==> src/interrupt_control_status_consts.svh <==
// Constants for the interrupt control/status upper-half block.
// Assumes inclusion by its bare name from the design file and the testbench.
`ifndef IRQ_CSR_CONSTS_SVH
`define IRQ_CSR_CONSTS_SVH
// ------------------------------------------------------------
// Register offsets
// ------------------------------------------------------------
`define ICS_OFFSET_HOST   8'h68
`define ICS_OFFSET_LOCAL  8'he8
// ------------------------------------------------------------
// Field positions
// ------------------------------------------------------------
`define ICS_HOST_EN       8
`define ICS_HDB_EN        9
`define ICS_ABT_EN        10
`define ICS_LIN_EN        11
`define ICS_RTRY_EN       12
`define ICS_HDB_ACT       13
`define ICS_ABT_ACT       14
`define ICS_LIN_ACT       15
`define ICS_LOUT_EN       16
`define ICS_LDB_EN        17
`define ICS_DMA0_EN       18
`define ICS_DMA1_EN       19
`define ICS_LDB_ACT       20
`define ICS_DMA0_ACT      21
`define ICS_DMA1_ACT      22
`define ICS_BIST_ACT      23
`define ICS_DM_MST_N      24
`define ICS_D0_MST_N      25
`define ICS_D1_MST_N      26
`define ICS_RTRY_ABT_N    27
`define ICS_MBOX_LO       28
`define ICS_MBOX_IN_EN    3
// ------------------------------------------------------------
// Reset values and counts
// ------------------------------------------------------------
`define ICS_CTRL_RESET    8'h01
`define ICS_LCTRL_RESET   4'h1
`define ICS_MST_RESET     4'hf
`define ICS_RDATA_RESET   32'h0f01_0100
`define ICS_RETRY_LIMIT   256
`endif

==> src/interrupt_control_status_pkg.sv <==
// Types for the interrupt control/status block.
// Assumes the constants header sits on the include path.
package irq_csr_pkg;
   typedef enum logic [1:0] {
      MST_NONE = 2'h0,
      MST_DM   = 2'h1,
      MST_DMA0 = 2'h3,
      MST_DMA1 = 2'h2
   } master_type;
endpackage : irq_csr_pkg

==> src/interrupt_control_status_ctrl.sv <==
// Upper half (bits 31:8) of the bridge interrupt control/status register.
// Assumes sources and clears arrive synchronous to clk except local_irq_in_n.
`timescale 1ns/100ps
`include "interrupt_control_status_consts.svh"
module irq_csr_ctrl (
   // Clock and reset
   input  wire logic                 clk,
   input  wire logic                 rst_b,
   // Register access, one port per side
   input  wire logic                 host_wr,
   input  wire logic                 local_wr,
   input  wire logic [31:0]          host_wdata,
   input  wire logic [31:0]          local_wdata,
   output logic      [31:0]          csr_rdata,
   // Mailbox enable and mailbox events
   input  wire logic                 mbox_irq_en,
   input  wire logic [3:0]           mbox_host_wr,
   input  wire logic [3:0]           mbox_local_rd,
   // Interrupt sources
   input  wire logic                 local_to_host_doorbell_any,
   input  wire logic                 host_to_local_doorbell_any,
   input  wire logic [1:0]           pci_status_abort,
   input  wire logic                 local_irq_in_n,
   input  wire logic                 dma_ch0_done,
   input  wire logic                 dma_ch1_done,
   input  wire logic                 dma_ch0_mode_route,
   input  wire logic                 dma_ch1_mode_route,
   input  wire logic                 dma_ch0_clr,
   input  wire logic                 dma_ch1_clr,
   input  wire logic                 self_test_irq_en,
   input  wire logic                 self_test_done,
   // Master activity
   input  wire logic                 abort_event,
   input  wire irq_csr_pkg::master_type abort_master,
   input  wire logic                 retry_seen,
   input  wire logic                 xfer_done,
   // Outputs
   output logic                      inta_n,
   output logic                      local_irq_out_n,
   output logic                      retry_target_abort
);
   import irq_csr_pkg::*;

   // ------------------------------------------------------------
   // State
   // ------------------------------------------------------------
   typedef struct packed {
      logic [1:0]  lin_sync;
      logic [4:0]  ctrl;      // Bits 12:8
      logic [3:0]  lctrl;     // Bits 19:16
      logic        dma0_act;
      logic        dma1_act;
      logic        bist_act;
      logic [3:0]  mst_n;     // Bits 27:24
      logic [3:0]  mbox;
      logic [8:0]  retry_cnt;
      logic        rtry_abt;
      logic        inta_n;
      logic        lout_n;
      logic [31:0] rdata;
   } state_type;

   state_type s_reg;
   state_type s_next;
   logic [1:0] rst_sync_reg;
   logic      rst_int_b;
   logic      hdb_act, abt_act, lin_act, ldb_act;
   logic      host_irq, local_irq;

   assign rst_int_b = rst_sync_reg[1];

   // Reset release sync kept out of the struct: it resets the struct itself
   always_ff @(posedge clk or negedge rst_b) begin
      if (!rst_b) begin
         rst_sync_reg <= 2'h0;
      end else begin
         rst_sync_reg <= {rst_sync_reg[0], 1'b1};
      end
   end

   // ------------------------------------------------------------
   // Next state
   // ------------------------------------------------------------
   always_comb begin
      s_next          = s_reg;
      s_next.lin_sync = {s_reg.lin_sync[0], ~local_irq_in_n};
      // Same-cycle writes: local port wins, both write only control bits
      if (host_wr) begin
         s_next.ctrl  = host_wdata[12:8];
         s_next.lctrl = host_wdata[19:16];
      end
      if (local_wr) begin
         s_next.ctrl  = local_wdata[12:8];
         s_next.lctrl = local_wdata[19:16];
      end
      // Sticky DMA events, set beats clear
      if (dma_ch0_clr) s_next.dma0_act = 1'b0;
      if (dma_ch0_done) s_next.dma0_act = 1'b1;
      if (dma_ch1_clr) s_next.dma1_act = 1'b0;
      if (dma_ch1_done) s_next.dma1_act = 1'b1;
      // Self-test event, dropped when its enable falls
      if (self_test_done && self_test_irq_en) s_next.bist_act = 1'b1;
      else if (!self_test_irq_en) s_next.bist_act = 1'b0;
      // Mailbox flags: write sets, local read clears
      for (int i = 0; i < 4; i++) begin
         if (mbox_local_rd[i]) s_next.mbox[i] = 1'b0;
         if (mbox_host_wr[i] && mbox_irq_en) s_next.mbox[i] = 1'b1;
      end
      // Retry counting; limit only applies with bit 12 set
      s_next.rtry_abt = 1'b0;
      if (xfer_done || abort_event) begin
         s_next.retry_cnt = 9'h000;
      end else if (retry_seen && s_reg.ctrl[4]) begin
         if (s_reg.retry_cnt == 9'(`ICS_RETRY_LIMIT - 1)) begin
            s_next.rtry_abt  = 1'b1;
            s_next.retry_cnt = 9'h000;
            s_next.mst_n[3]  = 1'b0;
         end else begin
            s_next.retry_cnt = s_reg.retry_cnt + 9'h001;
         end
      end
      // Record which master saw the abort
      if (abort_event || s_next.rtry_abt) begin
         unique case (abort_master)
            MST_DM:   s_next.mst_n[0] = 1'b0;
            MST_DMA0: s_next.mst_n[1] = 1'b0;
            MST_DMA1: s_next.mst_n[2] = 1'b0;
            MST_NONE: s_next.mst_n[0] = s_reg.mst_n[0];
         endcase
      end
      s_next.inta_n = ~host_irq;
      s_next.lout_n = ~local_irq;
      s_next.rdata  = {s_reg.mbox, s_reg.mst_n, s_reg.bist_act, s_reg.dma1_act,
                       s_reg.dma0_act, ldb_act, s_reg.lctrl, lin_act, abt_act,
                       hdb_act, s_reg.ctrl, 8'h00};
   end

   // ------------------------------------------------------------
   // Interrupt combining
   // ------------------------------------------------------------
   assign hdb_act = s_reg.ctrl[1] & local_to_host_doorbell_any;
   assign abt_act = s_reg.ctrl[2] & (|pci_status_abort);
   assign lin_act = s_reg.ctrl[3] & s_reg.lin_sync[1];
   assign ldb_act = s_reg.lctrl[1] & host_to_local_doorbell_any;
   assign host_irq = s_reg.ctrl[0] & (hdb_act | abt_act | lin_act
                   | (s_reg.lctrl[2] & s_reg.dma0_act & dma_ch0_mode_route)
                   | (s_reg.lctrl[3] & s_reg.dma1_act & dma_ch1_mode_route));
   assign local_irq = s_reg.lctrl[0] & (ldb_act | (|s_reg.mbox)
                    | s_reg.bist_act
                    | (s_reg.lctrl[2] & s_reg.dma0_act & ~dma_ch0_mode_route)
                    | (s_reg.lctrl[3] & s_reg.dma1_act & ~dma_ch1_mode_route));

   // ------------------------------------------------------------
   // Registers
   // ------------------------------------------------------------
   always_ff @(posedge clk or negedge rst_int_b) begin
      if (!rst_int_b) begin
         s_reg.lin_sync  <= 2'h0;
         s_reg.ctrl      <= 5'(`ICS_CTRL_RESET);
         s_reg.lctrl     <= `ICS_LCTRL_RESET;
         s_reg.dma0_act  <= 1'b0;
         s_reg.dma1_act  <= 1'b0;
         s_reg.bist_act  <= 1'b0;
         s_reg.mst_n     <= `ICS_MST_RESET;
         s_reg.mbox      <= 4'h0;
         s_reg.retry_cnt <= 9'h000;
         s_reg.rtry_abt  <= 1'b0;
         s_reg.inta_n    <= 1'b1;
         s_reg.lout_n    <= 1'b1;
         s_reg.rdata     <= `ICS_RDATA_RESET;
      end else begin
         s_reg.lin_sync  <= s_next.lin_sync;
         s_reg.ctrl      <= s_next.ctrl;
         s_reg.lctrl     <= s_next.lctrl;
         s_reg.dma0_act  <= s_next.dma0_act;
         s_reg.dma1_act  <= s_next.dma1_act;
         s_reg.bist_act  <= s_next.bist_act;
         s_reg.mst_n     <= s_next.mst_n;
         s_reg.mbox      <= s_next.mbox;
         s_reg.retry_cnt <= s_next.retry_cnt;
         s_reg.rtry_abt  <= s_next.rtry_abt;
         s_reg.inta_n    <= s_next.inta_n;
         s_reg.lout_n    <= s_next.lout_n;
         s_reg.rdata     <= s_next.rdata;
      end
   end

   assign csr_rdata          = s_reg.rdata;
   assign inta_n             = s_reg.inta_n;
   assign local_irq_out_n    = s_reg.lout_n;
   assign retry_target_abort = s_reg.rtry_abt;

   // ------------------------------------------------------------
   // Checks
   // ------------------------------------------------------------
   chk_host_gate: assert property (@(posedge clk) disable iff (!rst_int_b)
      !s_reg.ctrl[0] |=> inta_n) else $error("host line active while disabled");
   chk_local_gate: assert property (@(posedge clk) disable iff (!rst_int_b)
      !s_reg.lctrl[0] |=> local_irq_out_n) else $error("local line active while disabled");
   chk_doorbell_host: assert property (@(posedge clk) disable iff (!rst_int_b)
      (s_reg.ctrl[0] && s_reg.ctrl[1] && local_to_host_doorbell_any) |=> !inta_n)
      else $error("doorbell did not raise host line");
   chk_mbox_local: assert property (@(posedge clk) disable iff (!rst_int_b)
      (|s_reg.mbox && s_reg.lctrl[0]) |=> !local_irq_out_n)
      else $error("mailbox flag did not raise local line");
   chk_mbox_gate: assert property (@(posedge clk) disable iff (!rst_int_b)
      (!mbox_irq_en && s_reg.mbox == 4'h0) |=> s_reg.mbox == 4'h0)
      else $error("mailbox flag set while disabled");
   chk_retry_limit: assert property (@(posedge clk) disable iff (!rst_int_b)
      retry_target_abort |-> !s_reg.mst_n[3] && $past(s_reg.retry_cnt) == 9'd255)
      else $error("retry abort at wrong count");
   chk_retry_off: assert property (@(posedge clk) disable iff (!rst_int_b)
      !s_reg.ctrl[4] |=> !retry_target_abort) else $error("retry abort while disabled");
   chk_dma_clear: assert property (@(posedge clk) disable iff (!rst_int_b)
      (dma_ch0_clr && !dma_ch0_done) |=> ##1 !csr_rdata[`ICS_DMA0_ACT])
      else $error("dma channel 0 flag not cleared");
   chk_ro_write: assert property (@(posedge clk) disable iff (!rst_int_b)
      ((host_wr || local_wr) && !abort_event && !retry_seen
       && mbox_host_wr == 4'h0 && mbox_local_rd == 4'h0)
      |=> $stable(s_reg.mst_n) && $stable(s_reg.mbox)) else $error("write hit status");
   cov_host_irq: cover property (@(posedge clk) disable iff (!rst_int_b) $fell(inta_n));
   cov_local_irq: cover property (@(posedge clk) disable iff (!rst_int_b)
      $fell(local_irq_out_n));
   cov_retry_abt: cover property (@(posedge clk) disable iff (!rst_int_b) retry_target_abort);
endmodule : irq_csr_ctrl

==> config.mk <==
export PLATFORM = sky130hd
export DESIGN_NAME = irq_csr_ctrl
export DESIGN_NICKNAME = d
export VERILOG_FILES = /design/src/interrupt_control_status_pkg.sv /design/src/interrupt_control_status_ctrl.sv
export VERILOG_INCLUDE_DIRS = /design/src /design/src/src
export SDC_FILE = /design/constraint.sdc
export NUM_CORES = 1
export LEC_CHECK = 0
export ABC_AREA = 1
export ABC_CLOCK_PERIOD_IN_PS = 3800
export BUFFER_PORTS_ARGS = -buffer_cell sky130_fd_sc_hd__buf_2
export CAP_MARGIN = 40
export CORE_MARGIN = 2
export CORE_UTILIZATION = 48
export CTS_CLUSTER_DIAMETER = 30
export DETAILED_ROUTE_END_ITERATION = 12
export PLACE_DENSITY = 0.83
export SETUP_SLACK_MARGIN = 0.05
export SYNTH_ARGS = -nofsm -noshare
export SYNTH_HDL_FRONTEND = slang
export SYNTH_SLANG_ARGS = --single-unit
export TNS_END_PERCENT = 1
==> constraint.sdc <==
create_clock -name clk -period 3.8 [get_ports clk]
set_input_delay 0.38 -clock clk [delete_from_list [all_inputs] [get_ports clk]]
set_output_delay 0.38 -clock clk [all_outputs]
set_load 0.03 [all_outputs]
# --- Word-level counts from Yosys, hierarchy flattened ---
# Index checks and enable logic that the tools add are counted.
classes:
  reduce_logical: 22
  bitwise: 26
  div: 0
  add_sub_neg: 1
  magnitude_cmp: 0
  muxes: 21
  n_eq_ne: 5
  n_shift: 0
  multipliers: 0
op_table:
  columns: ["operator", "count"]
  rows:
  - ["$mux W9", 4]
  - ["$mux W1", 16]
  - ["$reduce_bool A2 Y1", 8]
  - ["$and A1 B1 Y1", 12]
  - ["$mux W10", 1]
  - ["$add A9 B1 Y9 const B", 1]
  - ["$eq A9 B8 Y1 const B", 1]
  - ["$or A1 B1 Y1", 8]
  - ["$logic_and A1 B1 Y1", 6]
  - ["$not A1 Y1", 6]
  - ["$reduce_and A2 Y1", 3]
  - ["$eq A2 B2 Y1 const B", 2]
  - ["$reduce_or A4 Y1", 1]
  - ["$reduce_and A3 Y1", 1]
  - ["$eq A2 B1 Y1 const B", 1]
  - ["$logic_or A1 B1 Y1", 2]
  - ["$ne A2 B1 Y1 const B", 1]
  - ["$reduce_or A2 Y1", 1]
totals:
  elab_cells: 95
  mem_count: 0
  mem_bits_ro: 0
  inputBits: 95
  latchBits: 0
  output_inout_bits: 35
  reg_bits: 60
  ramBits: 0

# --- Depth between registers and ports, before layout ---
logic_depth:
  ltp_word: 8
  ltp_mapped: 8
  ltp_nobuf: 8

# --- Worst setup path before layout ---
# OpenSTA, ideal clock, no wires.
synth_timing:
  kind: "register to register"
  from: "register s_reg[35] (netlist bit)"
  to: "register s_reg[40] (netlist bit)"
  stages_incl_launch_ff: 9
  synth_period_minus_slack_ns: 1.183
  path_buffers: 0
  arrival_time_ns: 1.066
  required_ns: 3.683
  setup_time_ns: 0.117
  path_slack_ns: 2.617
  path_cell_list: "dfrtp_1 > ha_1 > nand2_2 > nor2_4 > nand3_4 > nand2_4 > inv_2 > nand3_1 > nand2_1"
synth_via:
  elab_chain_len: 4
  elab_cells_between_ends: 5
  classes_between: "1 x add/sub; 1 x eq/ne; 3 x mux"
synth_rtl:
  columns: ["element", "line_no", "text"]
  rows:
  - ["start, declared", "interrupt_control_status_ctrl.sv:63", "state_type s_reg;"]
  - ["$add A9 B1 Y9 / $eq A9 B8 Y1 (equally long branches)", "interrupt_control_status_ctrl.sv:119, interrupt_control_status_ctrl.sv:114", null]
  - ["$mux W9 (*)", "interrupt_control_status_ctrl.sv:114", "if (s_reg.retry_cnt == 9'(`ICS_RETRY_LIMIT - 1)) begin"]
  - ["$mux W10 (*)", "interrupt_control_status_ctrl.sv:113", "end else if (retry_seen && s_reg.ctrl[4]) begin"]
  - ["$mux W9 (*)", "interrupt_control_status_ctrl.sv:111", "if (xfer_done || abort_event) begin"]
# Every way passes the cells marked *; elsewhere a longest branch is shown, timed or not. The select of a mux whose other input is x is not followed.
# A chain may end at the register's enable or synchronous reset.

# --- Worst setup path in the final report ---
layout_timing:
  from: "register inta_n (netlist name)"
  to: "output port inta_n"
layout_rtl:
  columns: ["element", "line_no", "text"]
  rows:
  - ["end, declared", "interrupt_control_status_ctrl.sv:38", "output logic inta_n,"]
# No word-level cell between the ends.

==> results.ini <==
[power_and_ir_drop]
peakVddDrop_mv=0.324
power.share.combinational_pct=10.4
power_density_mw_per_mm2=491
pwr-share-seq_pct=48.4
internal_power_w=0.00110
sw_frac_of_total_pct=24.6
p_switching_w=0.000357
p_leak_nw=1.56
pwr-share-clk_pct=41.2

[finish]
layout-drive-gt1-share_pct=36.5
final_cells=385
nets=406
fillerInstances=441
antenna_cells=0
largest_register_ffs=24
synthToLayoutAreaGrowth_pct=18.9

[yosys]
yosysTopAreaCellShare_pct=46.2
yosys_register_bits=60
yosysSeqAreaShare_pct=61.0
synth_mux_area_share_pct=0
synth_compound_area_share_pct=4.07
synth_xor_area_share_pct=1.06
synth_cell_types=28
netlist_area_mm2=0.00249
synth.avg_cell_area_um2=10.0
syn_inst=248
synth_top_family_by_area=simple AND/OR/NAND/NOR gates
netlist_top_cells_area=dfrtp_1, dfstp_2, buf_4, nand2_1, inv_1
synthAdderAreaFrac_pct=0.503
synth_top_area_cell=dfrtp_1
synth-simple-area-share_pct=18.2
synth_warnings=0

[worst_setup_path]
crit_slowest_cell=dfstp_2
worstPathMaxFanout=1
r2r_start=s_reg[35]
reg2reg_slack_ns=2.50
rr_worst_depth=8
worstReg2RegEnd=s_reg[40]
crit_buf_inv=1
arrival_ns=1.03
cp_cell_sequence=buf_2
cp_data_required_time_ns=3.42
cp-end-kind=primary output
critPathTopFamily=flip-flops
critical_path_class=reg -> out
slowest_delay_ns=0.51
worst_setup_path_start_kind=flop

[grt]
grt_usage_pct=16.1
grt_pass1_vias=1643
grt_start_max_net_pins=42
grt_pass1_wl_um=7190
grt-ovfl-total=0
antenna_found_initial=0

[timing]
finalCritPeriodShare_pct=37.1
setup_tns_ns=0
hold_viol=0
fmax_mhz=710
tightest_slew_ns=0.601
post-route-min-period_ns=1.41
rsz0062_at_grt=false
relSlewSlack_pct=59.8
clock_skew_ns=0.0120
slew_viol_final=0
final-setup-viol-count=0

[clock_tree]
clk_latency_ns=0.33
cts_setup_buffers=0
cts_tree=yes
cts-root-buf=clkbuf_8
cts.hold.buffers_added=1
clock_path_buffers=2
cts_buffers=9
htreeDepth=3
cts_num_sinks=60
cts-resized-gates=0
clk_pin_slew_worst_paths_ns=0.07

[detailed_routing]
viasPerCell=4.41
first_pass_iters=4
drc=0
vias=1696
wl_per_cell_um=10.9
drt.antenna.violating_nets=0
routed_wl_um=4190
drt_iter0_markers=93

[outcome]
status=finished, final reports clean

[place]
hpwl_um=3120
place_inst=368
port_buffers=75
gp_congestion=0.778

[min_path]
hp-class=reg -> async

[run]
drv_cap=0

[floorplan]
core_area_mm2=0.00504
initial_core_util_pct=49.4
ioPinCount=130
die_y_um=76.0
rows=26
die_area_mm2=0.00578
fp.dieW_um=76.0

-- worst max path at each step --
stage | end | cells past startpoint | start
2_1_floorplan | csr_rdata[10] | 0 | rst_sync_reg[1]
3_3_place_gp | s_next[11] | 4 | local_wr
3_5_place_dp | s_next[12] | 4 | local_wr
4_1_cts | csr_rdata[27] | 1 | csr_rdata[27]
5_1_grt | csr_rdata[8] | 1 | csr_rdata[8]
6_report | inta_n | 1 | inta_n
-- logic make-up after synthesis --
kind of cell | count (synthesis)
adder cells (fa/ha/maj) | 1
buffers and inverters | 66
AND/OR/NAND/NOR | 98
other | 2
AO/OA/AOI/OAI | 18
XOR/XNOR | 3
flip-flops | 60
-- power by group through the flow --
stage / logic [W] / registers (W) / clock network (W)
2_1_floorplan: 0.000117 / 0.000721 / 0
3_5_place_dp: 0.000151 / 0.000716 / 0
4_1_cts: 0.000153 / 0.000705 / 0.000613
5_1_grt: 0.000166 / 0.000710 / 0.000640
3_3_place_gp: 0.000149 / 0.000715 / 0
6_report: 0.000151 / 0.000704 / 0.000600
-- cells in the final DEF, fill, tap and decap left out --
| cell | count |
|---|---|
| clkbuf_1 | 2 |
| clkinvlp_4 | 1 |
| nor3_2 | 1 |
| nand2_1 | 61 |
| conb_1 | 9 |
| dlygate4sd3_1 | 1 |
| nand4_1 | 3 |
| buf_2 | 75 |
| dfstp_2 | 14 |
| nand3_1 | 17 |
| xor2_1 | 2 |
| o21bai_1 | 2 |
| o21ai_0 | 8 |
| o22ai_1 | 2 |
| inv_2 | 1 |
| nand3_4 | 1 |
| nor2_4 | 2 |
| dfrtp_1 | 45 |
| clkbuf_8 | 9 |
| a31oi_1 | 1 |
| buf_4 | 1 |
| nand3b_1 | 1 |
| dfrtp_2 | 1 |
| clkinv_2 | 2 |
| xnor2_1 | 1 |
| nor2_1 | 6 |
| inv_1 | 32 |
| ha_1 | 1 |
| nor2_2 | 3 |
| a21oi_1 | 4 |
| nor3_1 | 1 |
| o21a_1 | 1 |
| bufinv_16 | 2 |
| nand2_2 | 1 |
| nand2_4 | 1 |
-- worst register-to-register path, cell delays in order, from the launching register on --
cell,delay [ns]
dfrtp_1,0.38
ha_1,0.21
nand2_2,0.09
nor2_4,0.17
nand3_4,0.10
nand2_4,0.09
inv_2,0.05
nand3_1,0.06
nand2_1,0.05
-- routing by layer --
layer	part of all wire [%]	up-vias	global-route usage, %
met3	6.3	9	5.45
li1	-	852	-
met1	42	778	18.3
met2	50	57	26.9
met4	2.0	0	8.73
met5	0	-	0
-- synth_stat cells --
cell type	n
nand2_1	61
dfrtp_1	46
buf_4	32
inv_1	32
nand3_1	17
dfstp_2	14
o21ai_0	8
nor2_1	6
a21oi_1	4
nand4_1	3
nor2_2	3
conb_1	2
nor2_4	2
o21bai_1	2
o22ai_1	2
xor2_1	2
a31oi_1	1
buf_2	1
ha_1	1
inv_2	1
nand2_2	1
nand2_4	1
nand3_4	1
nand3b_1	1
nor3_1	1
nor3_2	1
o21a_1	1
xnor2_1	1
-- final cells by class --
| cell class | instances | area (um2) | area share [%] |
|---|---|---|---|
| Sequential cell | 60 | 1520 | 51.3 |
| Multi-Input combinational cell | 129 | 628 | 21.2 |
| Timing Repair Buffer | 77 | 393 | 13.3 |
| Inverter | 33 | 124 | 4.18 |
| Tap cell | 70 | 87.6 | 2.96 |
| Clock buffer | 11 | 131 | 4.44 |
| Clock inverter | 5 | 77.6 | 2.62 |
-- stage by stage --
step                setup slack [ns]  cell area (um2)  power (W)  hold slack (ns)  utilization (%)
floorplan                       2.03             2520   0.000837           0.0844                -
global placement                2.45             2740   0.000864            0.165             54.4
detailed placement              2.45             2740   0.000867            0.165             54.4
CTS                             2.37             2960    0.00147            0.165             58.7
global route                    2.36             2960    0.00152            0.173             58.7
finish                          2.39             2960    0.00145            0.177             58.7
No activity file was read; power rests on OpenSTA's default activity.
